==> src/verilog/sio_pkg.sv <==
`default_nettype none
package sio_pkg;
  // ***************************************************
  // bus geometry and register offsets
  // ***************************************************
  localparam int unsigned AW = 4;
  localparam int unsigned DW = 8;
  localparam logic [AW-1:0] ADDR_CTRL = 4'h0;
  localparam logic [AW-1:0] ADDR_STAT = 4'h4;
  localparam logic [AW-1:0] ADDR_TXB  = 4'h8;
  localparam logic [AW-1:0] ADDR_RXB  = 4'hc;

  // ***************************************************
  // control_reg fields
  // ***************************************************
  localparam int unsigned CTL_MODE   = 0;  // two bits
  localparam int unsigned CTL_ORDER  = 2;  // 1: msb first
  localparam int unsigned CTL_CLKSRC = 3;  // 1: external clock
  localparam int unsigned CTL_RUN    = 4;
  localparam int unsigned CTL_STOP   = 5;  // write one, reads zero
  localparam logic [1:0] MODE_TXRX   = 2'h2;

  // ***************************************************
  // status_reg fields and reset values
  // ***************************************************
  localparam int unsigned ST_RUN   = 0;
  localparam int unsigned ST_SHIFT = 1;
  localparam int unsigned ST_TXE   = 2;
  localparam int unsigned ST_RXF   = 3;
  localparam int unsigned ST_TX_ERROR_FLAG = 4;
  localparam int unsigned ST_RX_ERROR_FLAG = 5;
  localparam logic TXE_RST         = 1'h1;
  localparam logic [DW-1:0] BYTE_RST = 8'h00;

  // ***************************************************
  // frame and serial clock timing
  // ***************************************************
  localparam logic [2:0] LAST_BIT = 3'h7;
  localparam int unsigned SCK_HALF_DEF = 4;  // mclk cycles per half period
endpackage
`default_nettype wire

==> src/verilog/sync_serial_full_duplex.sv <==
// The placing of the registers and the plain strobed port were chosen for this implementation.
`default_nettype none
// How it works
// - mode code 10 selects full-duplex operation
// - tx write clears empty; rx read clears full
// - running flag rises at next serial fall
// - send on falling edge, sample on rising
// - shifting flag spans first to eighth fall
// - empty flag sets at rise after load
// - eighth bit copies buffer, sets full, interrupts
// - internal clock starts within one serial period
// - external clock loads on first incoming fall
// - internal clock halts high until both accesses
// - write plus read resumes within one period
// - start with empty buffer raises tx error
// - unread buffer at frame end raises rx error
// - run cleared: finish frame, stop, output high
// - force stop aborts and resets flags, buffers, shift registers and run
// - tx error holds output high, interrupt after eight
// - rx error freezes buffer and shift register
// - error reads: good frame, then shift register
// - run cleared after rx error ends frame
module sync_serial_full_duplex #(
  parameter int unsigned SCK_HALF = sio_pkg::SCK_HALF_DEF
) (
  input  wire logic                     mclk,
  input  wire logic                     rstn,
  input  wire logic                     clk_en,
  input  wire logic [sio_pkg::AW-1:0]   addr,
  input  wire logic [sio_pkg::DW-1:0]   wdata,
  input  wire logic                     wr,
  input  wire logic                     rd,
  output var  logic [sio_pkg::DW-1:0]   rdata,
  input  wire logic                     sck_in,
  output var  logic                     sck_out,
  output var  logic                     sck_oe,
  input  wire logic                     si_pin,
  output var  logic                     serial_out_pin,
  output var  logic                     transfer_interrupt
);
  import sio_pkg::*;

  // ***************************************************
  // helpers
  // ***************************************************
  // one step of the shift register in the chosen bit order
  function automatic logic [7:0] shift_in(input logic [7:0] v,
                                          input logic b, input logic msb);
    shift_in = msb ? {v[6:0], b} : {b, v[7:1]};
  endfunction

  // bit that leaves the register next
  function automatic logic out_bit(input logic [7:0] v, input logic msb);
    out_bit = msb ? v[7] : v[0];
  endfunction

  // ***************************************************
  // state
  // ***************************************************
  logic [1:0] mode_ff;
  logic       order_ff;
  logic       ext_ff;
  logic       run_ff;
  logic       running_ff;
  logic       sef_ff;
  logic       txe_ff;
  logic       rxf_ff;
  logic       tx_error_flag_ff;
  logic       rx_error_flag_ff;
  logic [7:0] txb_ff;
  logic [7:0] rxb_ff;
  logic [7:0] tsh_ff;
  logic [7:0] rsh_ff;
  logic       active_ff;
  logic [2:0] fcnt_ff;
  logic [2:0] rcnt_ff;
  logic       wseen_ff;
  logic       rseen_ff;
  logic       errrd_ff;
  logic [7:0] div_ff;
  logic       sck_int_ff;
  logic       sck_oe_ff;
  logic       s1_ff;
  logic       s2_ff;
  logic       s3_ff;
  logic       si1_ff;
  logic       si2_ff;
  logic       so_ff;
  logic       irq_ff;
  logic [7:0] rdata_ff;

  // ***************************************************
  // register decode
  // ***************************************************
  logic wr_ctl;
  logic wr_st;
  logic wr_tx;
  logic rd_rx;
  logic fstop;
  logic err_clr;
  assign wr_ctl  = wr && (addr == ADDR_CTRL);
  assign wr_st   = wr && (addr == ADDR_STAT);
  assign wr_tx   = wr && (addr == ADDR_TXB);
  assign rd_rx   = rd && (addr == ADDR_RXB);
  assign fstop   = wr_ctl && wdata[CTL_STOP];
  // writing zero to the rx error bit acknowledges it
  assign err_clr = wr_st && !wdata[ST_RX_ERROR_FLAG] && rx_error_flag_ff;

  // ***************************************************
  // serial clock edges
  // ***************************************************
  logic mode_ok;
  logic start_ok;
  logic int_go;
  logic tick;
  logic fall_ev;
  logic rise_ev;
  assign mode_ok = (mode_ff == MODE_TXRX);
  // internal clock waits for both accesses; external never waits
  assign start_ok = mode_ok && run_ff && !active_ff
                    && (ext_ff || (wseen_ff && rseen_ff));
  assign int_go  = !ext_ff && (active_ff || start_ok);
  assign tick    = (div_ff == 8'(SCK_HALF - 1));
  assign fall_ev = ext_ff ? (s3_ff && !s2_ff) : (int_go && tick && sck_int_ff);
  assign rise_ev = ext_ff ? (!s3_ff && s2_ff) : (int_go && tick && !sck_int_ff);

  // ***************************************************
  // frame events
  // ***************************************************
  logic       start;
  logic       fbit;
  logic       rbit;
  logic       done;
  logic       tx_miss;
  logic       rx_ovr;
  logic       rx_take;
  logic       txe_set;
  logic [7:0] rsh_nx;
  assign start   = fall_ev && start_ok;
  assign fbit    = fall_ev && active_ff;
  assign rbit    = rise_ev && active_ff;
  assign done    = rbit && (rcnt_ff == LAST_BIT);
  assign tx_miss = txe_ff && !wseen_ff;
  // a read in the very cycle of the last bit is still in time
  assign rx_ovr  = done && rxf_ff && !rd_rx && !rx_error_flag_ff;
  assign rx_take = done && !rx_error_flag_ff && !rx_ovr;
  assign txe_set = rbit && (rcnt_ff == 3'h0);
  assign rsh_nx  = shift_in(rsh_ff, si2_ff, order_ff);

  // ***************************************************
  // pin synchronisers
  // ***************************************************
  always_ff @(posedge mclk) begin
    if (!rstn) begin
      s1_ff  <= 1'b1;
      s2_ff  <= 1'b1;
      s3_ff  <= 1'b1;
      si1_ff <= 1'b0;
      si2_ff <= 1'b0;
    end else if (clk_en) begin
      s1_ff  <= sck_in;
      s2_ff  <= s1_ff;
      s3_ff  <= s2_ff;  // edge detect looks at s2/s3 only
      si1_ff <= si_pin;
      si2_ff <= si1_ff;
    end
  end

  // ***************************************************
  // control register
  // ***************************************************
  always_ff @(posedge mclk) begin
    if (!rstn) begin
      mode_ff  <= 2'h0;
      order_ff <= 1'b0;
      ext_ff   <= 1'b0;
      run_ff   <= 1'b0;
    end else if (clk_en && wr_ctl) begin
      mode_ff  <= wdata[CTL_MODE +: 2];
      order_ff <= wdata[CTL_ORDER];
      ext_ff   <= wdata[CTL_CLKSRC];
      run_ff   <= wdata[CTL_RUN] && !fstop;
    end
  end

  // ***************************************************
  // internal clock divider
  // ***************************************************
  // counter restarts on every wait, so a resume costs under a period
  always_ff @(posedge mclk) begin
    if (!rstn) begin
      div_ff     <= 8'h00;
      sck_int_ff <= 1'b1;
      sck_oe_ff  <= 1'b0;
    end else if (clk_en) begin
      div_ff     <= (!int_go || tick) ? 8'h00 : div_ff + 8'h01;
      sck_oe_ff  <= !ext_ff && mode_ok;
      if (fstop || ext_ff) begin
        sck_int_ff <= 1'b1;
      end else if (int_go && tick) begin
        sck_int_ff <= !sck_int_ff;
      end
    end
  end

  // ***************************************************
  // frame sequencing
  // ***************************************************
  always_ff @(posedge mclk) begin
    if (!rstn) begin
      active_ff <= 1'b0;
      fcnt_ff   <= 3'h0;
      rcnt_ff   <= 3'h0;
      sef_ff    <= 1'b0;
    end else if (clk_en) begin
      if (fstop) begin
        active_ff <= 1'b0;
        sef_ff    <= 1'b0;
      end else if (start) begin
        active_ff <= 1'b1;
        fcnt_ff   <= 3'h1;
        rcnt_ff   <= 3'h0;
        sef_ff    <= 1'b1;
      end else begin
        if (done) begin
          active_ff <= 1'b0;
        end
        if (fbit) begin
          fcnt_ff <= fcnt_ff + 3'h1;
        end
        if (fbit && fcnt_ff == LAST_BIT) begin
          sef_ff <= 1'b0;
        end
        if (rbit) begin
          rcnt_ff <= rcnt_ff + 3'h1;
        end
      end
    end
  end

  // running flag follows run_request only at frame boundaries
  always_ff @(posedge mclk) begin
    if (!rstn) begin
      running_ff <= 1'b0;
    end else if (clk_en) begin
      if (fstop) begin
        running_ff <= 1'b0;
      end else if (start) begin
        running_ff <= 1'b1;
      end else if (!run_ff && (!active_ff || done)) begin
        running_ff <= 1'b0;
      end
    end
  end

  // ***************************************************
  // transmit path
  // ***************************************************
  always_ff @(posedge mclk) begin
    if (!rstn) begin
      txb_ff <= BYTE_RST;
      tsh_ff <= BYTE_RST;
    end else if (clk_en) begin
      if (fstop) begin
        txb_ff <= BYTE_RST;
        tsh_ff <= BYTE_RST;
      end else begin
        if (wr_tx) begin
          txb_ff <= wdata;
        end
        if (start) begin
          tsh_ff <= shift_in(txb_ff, 1'b1, order_ff);
        end else if (fbit) begin
          tsh_ff <= shift_in(tsh_ff, 1'b1, order_ff);
        end
      end
    end
  end

  // output is high from reset and idles high once run is cleared, and stays high through a tx error;
  // after a stop it goes high a cycle past the last rise, so the peer still gets bit eight
  always_ff @(posedge mclk) begin
    if (!rstn) begin
      so_ff <= 1'b1;
    end else if (clk_en) begin
      if (fstop || tx_error_flag_ff || (start && tx_miss)) begin
        so_ff <= 1'b1;
      end else if (start) begin
        so_ff <= out_bit(txb_ff, order_ff);
      end else if (fbit && fcnt_ff != 3'h0) begin
        so_ff <= out_bit(tsh_ff, order_ff);
      end else if (!active_ff && !run_ff) begin
        so_ff <= 1'b1;
      end
    end
  end

  // ***************************************************
  // receive path
  // ***************************************************
  always_ff @(posedge mclk) begin
    if (!rstn) begin
      rsh_ff <= BYTE_RST;
      rxb_ff <= BYTE_RST;
    end else if (clk_en) begin
      if (fstop) begin
        rsh_ff <= BYTE_RST;
        rxb_ff <= BYTE_RST;
      end else begin
        if (rbit && !rx_error_flag_ff) begin
          rsh_ff <= rsh_nx;
        end
        if (rx_take) begin
          rxb_ff <= rsh_nx;
        end
      end
    end
  end

  // ***************************************************
  // status flags; a hardware set beats a software clear
  // ***************************************************
  always_ff @(posedge mclk) begin
    if (!rstn) begin
      txe_ff   <= TXE_RST;
      rxf_ff   <= 1'b0;
      tx_error_flag_ff <= 1'b0;
      rx_error_flag_ff <= 1'b0;
    end else if (clk_en) begin
      if (fstop) begin
        txe_ff   <= TXE_RST;
        rxf_ff   <= 1'b0;
        tx_error_flag_ff <= 1'b0;
        rx_error_flag_ff <= 1'b0;
      end else begin
        if (txe_set) begin
          txe_ff <= 1'b1;
        end else if (wr_tx) begin
          txe_ff <= 1'b0;
        end
        if (rx_take) begin
          rxf_ff <= 1'b1;
        end else if (rd_rx || err_clr) begin
          rxf_ff <= 1'b0;
        end
        if (start && tx_miss) begin
          tx_error_flag_ff <= 1'b1;
        end
        if (rx_ovr) begin
          rx_error_flag_ff <= 1'b1;
        end else if (err_clr) begin
          rx_error_flag_ff <= 1'b0;
        end
      end
    end
  end

  // access tracking for the automatic wait and error reads
  always_ff @(posedge mclk) begin
    if (!rstn) begin
      wseen_ff <= 1'b0;
      rseen_ff <= 1'b1;
      errrd_ff <= 1'b0;
    end else if (clk_en) begin
      if (fstop) begin
        wseen_ff <= 1'b0;
        rseen_ff <= 1'b1;
      end else begin
        // an access in the start cycle counts for the next frame
        wseen_ff <= wr_tx || (wseen_ff && !start);
        rseen_ff <= rd_rx || (rseen_ff && !start);
      end
      if (fstop || !rx_error_flag_ff) begin
        errrd_ff <= 1'b0;
      end else if (rd_rx) begin
        errrd_ff <= 1'b1;
      end
    end
  end

  // interrupt waits for the full eighth bit even on a tx error
  always_ff @(posedge mclk) begin
    if (!rstn) begin
      irq_ff <= 1'b0;
    end else if (clk_en) begin
      irq_ff <= done && !rx_error_flag_ff && !fstop;
    end
  end

  // ***************************************************
  // read mux
  // ***************************************************
  logic [7:0] ctl_rd;
  logic [7:0] st_rd;
  logic [7:0] rd_mux;
  always_comb begin
    ctl_rd = 8'h00;
    ctl_rd[CTL_MODE +: 2] = mode_ff;
    ctl_rd[CTL_ORDER]     = order_ff;
    ctl_rd[CTL_CLKSRC]    = ext_ff;
    ctl_rd[CTL_RUN]       = run_ff;
    st_rd = 8'h00;
    st_rd[ST_RUN]   = running_ff;
    st_rd[ST_SHIFT] = sef_ff;
    st_rd[ST_TXE]   = txe_ff;
    st_rd[ST_RXF]   = rxf_ff;
    st_rd[ST_TX_ERROR_FLAG] = tx_error_flag_ff;
    st_rd[ST_RX_ERROR_FLAG] = rx_error_flag_ff;
  end
  // second read after an rx error shows the frozen shift register
  assign rd_mux = (addr == ADDR_CTRL) ? ctl_rd
                : (addr == ADDR_STAT) ? st_rd
                : (addr == ADDR_TXB)  ? txb_ff
                : (addr == ADDR_RXB)  ? ((rx_error_flag_ff && errrd_ff) ? rsh_ff : rxb_ff)
                : 8'h00;

  always_ff @(posedge mclk) begin
    if (!rstn) begin
      rdata_ff <= 8'h00;
    end else if (clk_en) begin
      rdata_ff <= rd ? rd_mux : 8'h00;
    end
  end

  assign rdata              = rdata_ff;
  assign sck_out            = sck_int_ff;
  assign sck_oe             = sck_oe_ff;
  assign serial_out_pin     = so_ff;
  assign transfer_interrupt = irq_ff;
endmodule
`default_nettype wire

==> config.mk <==
export PLATFORM = sky130hd
export DESIGN_NAME = sync_serial_full_duplex
export DESIGN_NICKNAME = d
export VERILOG_FILES = /design/src/verilog/sio_pkg.sv /design/src/verilog/sync_serial_full_duplex.sv
export SDC_FILE = /design/constraint.sdc
export NUM_CORES = 1
export LEC_CHECK = 0
export ABC_AREA = 1
export ABC_CLOCK_PERIOD_IN_PS = 4800
export BUFFER_PORTS_ARGS = -buffer_cell sky130_fd_sc_hd__buf_2
export CORE_MARGIN = 4
export CORE_UTILIZATION = 40
export CTS_CLUSTER_SIZE = 8
export DETAILED_ROUTE_END_ITERATION = 8
export PLACE_DENSITY = 0.66
export SLEW_MARGIN = 20
export SYNTH_ARGS = -nofsm -noshare
export SYNTH_HDL_FRONTEND = slang
export SYNTH_SLANG_ARGS = --single-unit
==> constraint.sdc <==
create_clock -name mclk -period 4.8 [get_ports mclk]
set_input_delay 0.96 -clock mclk [delete_from_list [all_inputs] [get_ports mclk]]
set_output_delay 0.96 -clock mclk [all_outputs]
set_load 0.005 [all_outputs]
Word level (Yosys, flattened, before mapping)
Index checks and enable logic that the tools add are counted.

word-level totals
  register bits = 78
  input bits = 19
  logic and storage cells = 200

cells by class
  $add $sub $neg = 3
  equality and inequality tests = 7
  muxes and demuxes = 57
  bitwise operators = 1
  reduce and logical (&&, ||, !) cells = 101

operators by type and width
  operator                                             number
  2-to-1 mux 8 bit                                     19
  logical AND 1 bit                                    41
  2-to-1 mux 1 bit                                     34
  AND reduction 2 bit                                  14
  nonzero test 3 bit                                   8
  nonzero test 2 bit                                   8
  zero test 1 bit                                      14
  2-to-1 mux 3 bit                                     4
  logical OR 1 bit                                     11
  adder 8 x 1 -> 8 bit, second input constant          1
  equality test 4 bit, second input constant           2
  equality test 8 x 2 -> 1 bit, second input constant  1
  adder 3 x 1 -> 3 bit, second input constant          2
  equality test 3 bit, second input constant           2
  AND reduction 3 bit                                  2
  equality test 4 x 3 -> 1 bit, second input constant  1
  zero test 4 bit                                      1
  nonzero test 4 bit                                   1
  zero test 3 bit                                      1
  equality test 2 bit, second input constant           1
  NOT 1 bit                                            1

Logic depth before layout (Yosys ltp)
Gate-level depths: netlist (run 1).

  depth in word-level cells = 18
  mapped depth = 13
  depth with buffers taken out = 13

Worst setup path before layout (run 1)
OpenSTA, ideal clock, no wires.

  path type = input to register
  start = in addr[1] (netlist bit)
  end = reg rxb_ff[1]
  arrival time = 2164 ps
  path slack = 2521 ps
  cell stages on the path = 11
  buffers on the path = 1
  path through = nor2_1 nand2_1 nor2_4 inv_2 nor2_2 inv_2 nor2_4 inv_1 buf_2 a21oi_1 nor2_1

on the way
  cells in the longest elaborated chain, start to end = 9
  elaborated cells on any way between the ends = 13
  classes of those cells = 1 x eq/ne; 1 x mux; 11 x reduce/logical

RTL lines
  item                                  line                            text
  start: declaration                    sync_serial_full_duplex.sv:29   input wire logic [sio_pkg::AW-1:0] addr,
  equality test 4 bit                   sync_serial_full_duplex.sv:104  assign rd_rx = rd && (addr == ADDR_RXB);
  logical AND 1 bit                     sync_serial_full_duplex.sv:104
  zero test 1 bit                       sync_serial_full_duplex.sv:145  assign rx_ovr = done && rxf_ff && !rd_rx && !rx_error_flag_ff;
  logical AND 1 bit (2 in series)       sync_serial_full_duplex.sv:145
  zero test 1 bit                       sync_serial_full_duplex.sv:146  assign rx_take = done && !rx_error_flag_ff && !rx_ovr;
  logical AND 1 bit                     sync_serial_full_duplex.sv:146
  nonzero test 2 bit (no source line)   n/a
  AND reduction 2 bit (no source line)  n/a
  end signal: assignment                sync_serial_full_duplex.sv:314  rxb_ff <= rsh_nx;
  end: declaration                      sync_serial_full_duplex.sv:71   logic [7:0] rxb_ff;

Parallel ways exist; a longest one is shown, timed or not.
A chain may end at the register's enable or synchronous reset.

Final worst setup path (run 1)
  start = in clk_en
  end = reg rsh_ff[1]

on the way
  cells in the longest elaborated chain, start to end = 1

RTL lines
  item                                  line                            text
  start: declaration                    sync_serial_full_duplex.sv:28   input wire logic clk_en,
  AND reduction 2 bit (no source line)  n/a
  end signal: assignment                sync_serial_full_duplex.sv:311  rsh_ff <= rsh_nx;
  end: declaration                      sync_serial_full_duplex.sv:73   logic [7:0] rsh_ff;

No other way between the ends.

==> results of run 1 <==
registers in the layout (all words and copies together), names as in the netlist, 2 cells and up:
signal / flops
fcnt_ff: 3
div_ff: 8
txb_ff: 8
rsh_ff: 8
tsh_ff: 8
rxb_ff: 8
rcnt_ff: 3
mode_ff: 2
rdata: 8
layer usage:
layer  up-vias  GRT usage (%)  part of all wire [%]
met2       106          30.58                    46
met5         -              0                     0
li1       1958              -                     -
met3        12          3.730                   5.6
met1      1831          24.73                    47
met4         0          5.861                   1.4
worst max-delay path by stage:
| stage | to | cells past startpoint | slack, ps | startpoint |
|---|---|---|---|---|
| 2_1_floorplan | rxb_ff[1]$_SDFFE_PN0P_ | 11 | 2520 | addr[1] |
| 3_3_place_gp | rsh_ff[0]$_SDFFE_PN0P_ | 10 | 2000 | clk_en |
| 3_5_place_dp | rsh_ff[6]$_SDFFE_PN0P_ | 10 | 1910 | clk_en |
| 4_1_cts | rsh_ff[5]$_SDFFE_PN0P_ | 10 | 2300 | clk_en |
| 5_1_grt | rsh_ff[1]$_SDFFE_PN0P_ | 8 | 2090 | clk_en |
| 6_report | rsh_ff[1]$_SDFFE_PN0P_ | 10 | 2250 | clk_en |
per-stage QoR:
stage | setup slack (ps) | total power [mW] | cells | hold WS [ps]
2_1_floorplan | 2521 | 0.7183 | 591 | 429.2
3_3_place_gp | 1998 | 0.7406 | 734 | 456.0
3_5_place_dp | 1913 | 0.7423 | 734 | 451.6
4_1_cts | 2297 | 1.318 | 748 | 468.0
5_1_grt | 2088 | 1.357 | 748 | 486.2
6_report | 2251 | 1.309 | 748 | 468.2
final cells by class:
| cell class | count | share of cell area, % |
|---|---|---|
| inverters | 63 | 5.247 |
| multi-input cells | 428 | 47.78 |
| well taps | 133 | 3.692 |
| clock buffers | 9 | 2.748 |
| flip-flops and latches | 78 | 34.65 |
| repair buffers | 32 | 3.665 |
| clock inverters | 5 | 2.221 |
cells in the final DEF, fill, tap and decap left out, types with 4 or more instances in the layout:
cell type / netlist / layout
clkbuf_8: 0 / 9
a21oi_1: 59 / 59
buf_2: 4 / 30
ha_1: 7 / 7
nand3_1: 26 / 26
nor2_2: 4 / 4
dfxtp_1: 78 / 78
xor2_1: 5 / 5
o211ai_1: 7 / 7
nand2_1: 157 / 157
o21ai_0: 44 / 44
nand4_1: 4 / 4
nand2_2: 8 / 8
o221ai_1: 4 / 4
nor2_1: 61 / 61
inv_2: 8 / 8
nand3_2: 6 / 6
inv_1: 54 / 54
kinds of logic after synthesis:
| kind of cell | Yosys count |
|---|---|
| AOI/OAI and AO/OA | 134 |
| xor gates and xnor gates | 5 |
| adders and majority gates | 7 |
| buffers and inverters | 85 |
| DFF | 78 |
| muxes | 2 |
| and+or+nand+nor | 280 |
power breakdown:
| group | total [mW] | leakage, nW | switching, mW | internal (mW) |
|---|---|---|---|---|
| registers | 0.660 | 0.631 | 0.00528 | 0.655 |
| clock network | 0.581 | 0.115 | 0.243 | 0.338 |
| logic | 0.0684 | 1.12 | 0.0484 | 0.0200 |
| total | 1.31 | 1.86 | 0.297 | 1.01 |
worst max-delay path: cells and delay by family:
family | cells | cell delay [ps]
AO/OA/AOI/OAI | 1 | 60
buffers and inverters | 4 | 930
AND/OR/NAND/NOR | 5 | 800
==> flow_summary.json, run 1 <==
{
  "outcome": "completed",
  "hold_violations": 0,
  "hold_class": "reg2reg",
  "ant_nets": 0,
  "insertion_delay_ps": 360,
  "synth_most_common_cell": "nand2_1",
  "die_y_um": 108.8,
  "synth_top_family_by_area": "simple AND/OR/NAND/NOR gates",
  "synth_edf_count": 0,
  "core-area_mm2": 0.009819,
  "ys_ff_latch": 78,
  "yosys_warnings": 0,
  "syn-num-nets": 617,
  "globalplace.congestion": 0.8681,
  "critPathRequiredTime_ps": 5030,
  "vdd_drop_max_uv": 132.1,
  "synthToLayoutAreaGrowth_pct": 10.97,
  "synth_compound_area_share_pct": 18.61,
  "utilization_pct": 45.90,
  "worstPathArrival_ps": 2780,
  "grt_antenna_before_repair": 0,
  "setup_violations": 0,
  "crit_slowest_cell": "buf_2",
  "synthCells": 591,
  "timing.rr.start": "ext_ff$_SDFFE_PN0P_",
  "wl_per_cell_um": 14.35,
  "regArea_mm2": 0.001562,
  "drive_gt1_share_pct": 14.15,
  "grt_overflow": 0,
  "clkTransAtPathRegs_ps": 80,
  "fin_crit_ps": 2549,
  "synth_top_area_cell": "dfxtp_1",
  "cts_num_sinks": 78,
  "wl_mm": 10.74,
  "ys_top_cells_by_count": "nand2_1 (157), dfxtp_1 (78), nor2_1 (61)",
  "slowest_delay_ps": 470,
  "die_w_um": 108.8,
  "multiInputGateArea_mm2": 0.002153,
  "viasPerCell": 5.223,
  "ys_types": 38,
  "worst-path-max-fanout": 32,
  "total_leakage_power_nw": 1.864,
  "vias": 3907,
  "rrSetupSlack_ps": 2480,
  "worstSetupEndpointType": "register",
  "cts_tree": "built",
  "root_buffer": "clkbuf_8",
  "reg2reg_depth": 11,
  "fin_crit_sh_pct": 53.11,
  "power_density_mw_per_mm2": 290.5,
  "grt_usage_pct": 18.67,
  "layout.nets": 638,
  "dpl.hpwl_mm": 7.804,
  "timing.slew.headroom_pct": 54.57,
  "worst_pin_slew_ps": 679.0,
  "numCtsBuffers": 9,
  "n_antenna_cell": 0,
  "synthSimpleGateAreaFrac_pct": 30.62,
  "grt_pass1_wl_mm": 17.55,
  "finalSetupTns_ps": 0,
  "fmax_mhz": 392.2,
  "firstDrtPassIters": 5,
  "synth.area.top_cells": "dfxtp_1 (38%), nand2_1 (15%), a21oi_1 (7.3%)",
  "drt_iter0_markers": 247,
  "drc": 0,
  "syn_avg_cell_area_um2": 6.872,
  "ys_seq_area_share_pct": 38.45,
  "slew_viol_final": 0,
  "synthAdderAreaFrac_pct": 2.157,
  "cts-resized-gates": 0,
  "final_cell_area_mm2": 0.004507,
  "start_kind": "input port",
  "maxCapViolations": 0,
  "fillers": 1059,
  "grt_max_degree": 40,
  "grt_pass1_vias": 3730,
  "die-area_mm2": 0.01183,
  "synth_ff_type": "dfxtp_1",
  "cts_max_level": 3,
  "place_area_mm2": 0.004283,
  "ctsHoldBuffers": 0,
  "hp-start": "rdata[6]$_SDFFE_PN0P_",
  "synthMuxAreaShare_pct": 0.5545,
  "io_pins": 31,
  "hold_path_depth": 2,
  "hold_path_end": "rdata[6]$_SDFFE_PN0P_",
  "synth_xor_area_share_pct": 1.078,
  "clock_path_buffers": 2,
  "initial_core_util_pct": 41.36,
  "r2r_end": "tsh_ff[0]$_SDFFE_PN0P_",
  "std_cell_rows": 36,
  "critical_path_class": "in2reg",
  "ys_async_sr_fraction_pct": 0,
  "path_cells": "buf_2 -> nand2_1 -> nor2_2 -> inv_2 -> nor2_4 -> inv_1 -> nand2_2 -> inv_2 -> nand2_1 -> a21oi_1",
  "post-cts-setup-buffers": 0,
  "rsz0062_at_grt": "false",
  "io_buffer_count": 30,
  "clock_skew_ps": 6.440,
  "synth_top_area_share_pct": 38.45,
  "synthesis.area_mm2": 0.004061
}
(Power assumes the default switching activity.)
==> inputs of run 2 (changes only) <==
--- a/config.mk
+++ b/config.mk
@@ -6,7 +6,7 @@
 export NUM_CORES = 1
 export LEC_CHECK = 0
 export ABC_AREA = 1
-export ABC_CLOCK_PERIOD_IN_PS = 4800
+export ABC_CLOCK_PERIOD_IN_PS = 2400
 export BUFFER_PORTS_ARGS = -buffer_cell sky130_fd_sc_hd__buf_2
 export CORE_MARGIN = 4
 export CORE_UTILIZATION = 40
==> constraint.sdc (replaced) <==
create_clock -name mclk -period 2.4 [get_ports mclk]
set_input_delay 0.48 -clock mclk [delete_from_list [all_inputs] [get_ports mclk]]
set_output_delay 0.48 -clock mclk [all_outputs]
set_load 0.005 [all_outputs]
==> run 2 against run 1 <==
  * Register-to-register slack got worse by 2100 ps
  * Setup slack got worse by 1900 ps
  * Utilization rose by 0.54 points
  * First-iteration DRC count rose by 15%
  * Hold slack got worse by 150 ps
  * Clock power rose by 86%
==> flow_summary.json, run 2 (synthesis gave the netlist of run 1 again) <==
{
  "wl_per_cell_um": 14.48,
  "post-cts-setup-buffers": 0,
  "timing.slew.headroom_pct": 64.18,
  "place_inst": 743,
  "cts-resized-gates": 0,
  "setup_violations": 0,
  "slowest_delay_ps": 370,
  "cts_tree": "built",
  "die-area_mm2": 0.01183,
  "fillers": 1026,
  "mostFrequentLayoutCell": "nand2_1",
  "total_leakage_power_nw": 1.899,
  "power_mw": 2.539,
  "outcome": "completed",
  "start_kind": "register",
  "core-area_mm2": 0.009819,
  "n_antenna_cell": 0,
  "drive_gt1_share_pct": 15.65,
  "place_area_mm2": 0.004350,
  "insertion_delay_ps": 370,
  "vdd_drop_max_uv": 326.5,
  "worst_pin_slew_ps": 533.7,
  "finalSetupTns_ps": 0,
  "rsz0062_at_grt": "false",
  "die_w_um": 108.8,
  "grt_antenna_before_repair": 0,
  "path_cells": "ha_1 -> nand3_1 -> nor2_2 -> nand4_2 -> nand2_2 -> nand2_2 -> buf_4 -> nor2_8 -> nand2_4 -> nand2_4 -> o21ai_2 -> a21oi_2",
  "regArea_mm2": 0.001562,
  "critical_path_class": "reg2reg",
  "fmax_mhz": 499.9,
  "initial_core_util_pct": 41.36,
  "viasPerCell": 5.194,
  "clkTransAtPathRegs_ps": 100,
  "grt_pass1_vias": 3737,
  "critPathBufInv": 1,
  "io_buffer_count": 30,
  "layout.nets": 647,
  "maxCapViolations": 0,
  "ctsHoldBuffers": 0,
  "critPathRequiredTime_ps": 2700,
  "worst-path-max-fanout": 8,
  "drt_iter0_markers": 285,
  "hold_violations": 0,
  "numCtsBuffers": 9,
  "multiInputGateArea_mm2": 0.002153,
  "clock_skew_ps": 12.38,
  "firstDrtPassIters": 5,
  "cts_num_sinks": 78,
  "drc": 0,
  "grt_overflow": 0,
  "hold_class": "in2reg",
  "final_cell_area_mm2": 0.004559,
  "root_buffer": "clkbuf_8",
  "vias": 3942,
  "globalplace.congestion": 0.9044,
  "power_density_mw_per_mm2": 556.8,
  "grt_usage_pct": 19.65,
  "worstSetupEndpointType": "register",
  "synthToLayoutAreaGrowth_pct": 12.26,
  "crit_slowest_cell": "dfxtp_1",
  "fin_crit_ps": 2000,
  "wl_mm": 10.99,
  "rrSetupSlack_ps": 400,
  "worstPathArrival_ps": 2300,
  "grt_pass1_wl_mm": 18.31,
  "slew_viol_final": 0,
  "final_cell_mix": "nand2_1 (157), dfxtp_1 (78), nor2_1 (61)",
  "critPathTopFamily": "simple AND/OR/NAND/NOR gates",
  "std_cell_rows": 36,
  "grt_max_degree": 40,
  "die_y_um": 108.8,
  "fin_crit_sh_pct": 83.35,
  "dpl.hpwl_mm": 8.139,
  "fin_cells": 759,
  "io_pins": 31,
  "clock_path_buffers": 2,
  "cts_max_level": 3,
  "ant_nets": 0
}
[run 2: changes by cell type in the layout (fill, tap and decap cells not counted)]
cell / previous run / this run
clkinv_2: 2 / 0
inv_8: 0 / 1
bufinv_16: 3 / 1
inv_6: 0 / 4
clkinv_4: 0 / 1
buf_4: 2 / 11
[run 2: layout make-up]
class / instances / area share, %
clock inverters: 7 / 1.866
multi-input cells: 428 / 47.23
inverters: 63 / 5.187
flip-flops and latches: 78 / 34.25
repair buffers: 41 / 5.104
clock buffers: 9 / 2.717
well taps: 133 / 3.650
[run 2: where the power goes]
group          total (mW)  switching [mW]  internal [mW]
Combinational       0.143          0.0987         0.0445
Sequential           1.32          0.0110           1.31
Clock                1.08           0.570          0.505
Total                2.54           0.680           1.86
[run 2: final timing paths]
path                          startpoint                      to  cells after the start
setup / recovery  div_ff[0]$_SDFFE_PN0P_  tsh_ff[7]$_SDFFE_PN0P_                     12
setup reg to reg  div_ff[0]$_SDFFE_PN0P_  tsh_ff[7]$_SDFFE_PN0P_                     12
hold / removal                    sck_in      s1_ff$_SDFFE_PN1P_                      3
hold reg to reg    rdata[6]$_SDFFE_PN0P_   rdata[6]$_SDFFE_PN0P_                      2
[run 2: metal layers]
metal | part of all wire, % | global-route usage (%)
met3 | 6.7 | 2.960
met1 | 45 | 25.83
met4 | 2.8 | 8.386
met2 | 46 | 32.08
met5 | 0 | 0
[run 2: metrics by stage]
step           hold WS (ps)  utilization [%]  setup WS (ps)
2_1_floorplan         429.2                -          601.0
3_3_place_gp          449.3            44.30          279.9
3_5_place_dp          453.8            44.30          240.1
4_1_cts               312.4            46.43          403.3
5_1_grt               335.3            46.43          216.7
6_report              320.8            46.43          399.6
[run 2: worst reg2reg max path, cell delays in order, from the launching register on]
cell     delay, ps
dfxtp_1        370
ha_1           200
nand3_1        100
nor2_2         210
nand4_2        130
nand2_2        100
nand2_2        130
buf_4          200
nor2_8         140
nand2_4        100
nand2_4         90
o21ai_2         60
a21oi_2        110
==> inputs of run 3 (changes only) <==
--- a/config.mk
+++ b/config.mk
@@ -6,13 +6,13 @@
 export NUM_CORES = 1
 export LEC_CHECK = 0
 export ABC_AREA = 1
-export ABC_CLOCK_PERIOD_IN_PS = 2400
+export ABC_CLOCK_PERIOD_IN_PS = 1770
 export BUFFER_PORTS_ARGS = -buffer_cell sky130_fd_sc_hd__buf_2
 export CORE_MARGIN = 4
 export CORE_UTILIZATION = 40
 export CTS_CLUSTER_SIZE = 8
 export DETAILED_ROUTE_END_ITERATION = 8
-export PLACE_DENSITY = 0.66
+export PLACE_DENSITY = 0.68
 export SLEW_MARGIN = 20
 export SYNTH_ARGS = -nofsm -noshare
 export SYNTH_HDL_FRONTEND = slang
==> constraint.sdc (replaced) <==
create_clock -name mclk -period 1.77 [get_ports mclk]
set_input_delay 0.354 -clock mclk [delete_from_list [all_inputs] [get_ports mclk]]
set_output_delay 0.354 -clock mclk [all_outputs]
set_load 0.005 [all_outputs]
==> run 3 against run 2 <==
  * The flow now finishes with violations (setup timing)
  * Routed wire length up 5.4%
  * Clock power up 35%
  * Power up 37%
==> flow_summary.json, run 3 (synthesis gave the netlist of run 1 again) <==
{
  "outcome": "finished, violations left",
  "violations": "setup timing",
  "setup_violations": 8,
  "ant_nets": 0,
  "power_density_mw_per_mm2": 691.7,
  "maxCapViolations": 0,
  "timing.rr.start": "div_ff[0]$_SDFFE_PN0P_",
  "worst_pin_slew_ps": 501.4,
  "die-area_mm2": 0.01183,
  "worstPathArrival_ps": 2130,
  "drt_iter0_markers": 274,
  "core-area_mm2": 0.009819,
  "place_inst": 776,
  "std_cell_rows": 36,
  "initial_core_util_pct": 41.36,
  "grt_overflow": 0,
  "path_cells": "ha_4 -> nand3_4 -> nor2_4 -> nand4_1 -> nand2_2 -> nand4_4 -> nor2_4 -> nand2_4 -> nand2_2 -> nor2_1 -> nor2_1",
  "crit_slowest_cell": "dfxtp_2",
  "root_buffer": "clkbuf_8",
  "synthToLayoutAreaGrowth_pct": 24.15,
  "ctsHoldBuffers": 0,
  "reg2reg_depth": 11,
  "fmax_mhz": 545.3,
  "clock_path_buffers": 2,
  "grt_usage_pct": 19.58,
  "setup.worst_path.start": "div_ff[0]$_SDFFE_PN0P_",
  "grt_antenna_before_repair": 0,
  "critPathRequiredTime_ps": 2060,
  "io_buffer_count": 30,
  "critical_path_class": "reg2reg",
  "dpl.hpwl_mm": 8.337,
  "clock_skew_ps": 13.77,
  "vdd_drop_max_uv": 433.9,
  "cts_num_sinks": 78,
  "wl_per_cell_um": 14.49,
  "fin_crit_ps": 1834,
  "timing.slew.headroom_pct": 66.45,
  "die_y_um": 108.8,
  "finalSetupTns_ps": -360.0,
  "drc": 0,
  "power_mw": 3.488,
  "firstDrtPassIters": 5,
  "n_antenna_cell": 0,
  "drive_gt1_share_pct": 24.44,
  "mostFrequentLayoutCell": "nand2_1",
  "slew_viol_final": 0,
  "insertion_delay_ps": 360,
  "io_pins": 31,
  "grt_pass1_vias": 3827,
  "cts_tree": "built",
  "worst-path-max-fanout": 7,
  "fin_crit_sh_pct": 103.6,
  "rsz0062_at_grt": "true",
  "critPathTopFamily": "simple AND/OR/NAND/NOR gates",
  "vias": 4181,
  "total_leakage_power_nw": 2.132,
  "hp-start": "sck_in",
  "wl_mm": 11.59,
  "worstSetupEndpointType": "register",
  "fin_cells": 800,
  "fin_ws_ps": -63.76,
  "pre_cts_ws_ps": -82.78,
  "grt_max_degree": 29,
  "hold_path_depth": 3,
  "clkTransAtPathRegs_ps": 80,
  "cp.depth": 11,
  "grt_pass1_wl_mm": 18.15,
  "final_cell_mix": "nand2_1 (154), dfxtp_1 (74), nor2_1 (59)",
  "hold_violations": 0,
  "layout.nets": 689,
  "globalplace.congestion": 0.8812,
  "viasPerCell": 5.226,
  "die_w_um": 108.8,
  "slowest_delay_ps": 360,
  "start_kind": "register",
  "critPathBufInv": 0,
  "cts_max_level": 3,
  "numCtsBuffers": 9,
  "hold_class": "in2reg"
}
## run 3: cell count changes in the layout (fill, tap and decap cells not counted), sizes merged
cell / before / now
clkinv: 2 / 3
buf: 41 / 80
bufinv: 1 / 2
inv: 67 / 63
nand2: 167 / 169
o21ai: 49 / 50
clkinvlp: 0 / 1
## run 3: where the power goes
part           switching [mW]  internal [mW]  total [mW]
logic                   0.148         0.0833       0.232
clock network           0.678          0.786        1.46
registers              0.0161           1.78        1.79
## run 3: final timing paths
path,end,slack [ps]
worst max-delay path,rxb_ff[0]$_SDFFE_PN0P_,-60
worst min-delay path,s1_ff$_SDFFE_PN1P_,210
worst max register to register,rxb_ff[0]$_SDFFE_PN0P_,-60
worst min register to register,rdata[3]$_SDFFE_PN0P_,470
## run 3: layer usage
layer  vias to the layer above  routed length [um]  global-route usage [%]
li1                       2077                   -                       -
met1                      1914                5336                   25.93
met2                       154                5240                   31.11
met3                        36                 623                   3.671
met4                         0                 387                   8.476
met5                         -                   0                       0
## run 3: repair_timing
item | CTS | global route
pin swaps | 1 | 20
endpoints found under the hold margin | 0 | 0
gates resized for setup | 7 | 35
setup buffers | 0 | 6
gates cloned | 0 | 3
endpoints found under the setup margin | 27 | 35
## run 3: cell type report
cell class	instances	area [um2]
Sequential cell	78	1567
Fill cell	1026	4777
Inverter	63	239.0
Tap cell	133	166.4
Timing Repair Buffer	80	533.0
Clock inverter	6	86.33
Multi-Input combinational cell	431	2327
Clock buffer	9	123.9
## run 3: through the flow
stage	cell area, um2	hold slack [ps]	utilization, %
global route	5042	190.9	51.35
floorplan	4061	429.2	-
finish	5042	205.9	51.35
detailed placement	4598	453.0	46.83
global placement	4598	448.6	46.83
CTS	4852	190.3	49.41
## run 3: worst min-delay path: cells and delay by family
kind | cells | cell delay (ps)
buf+inv | 1 | 80
simple gates | 2 | 100
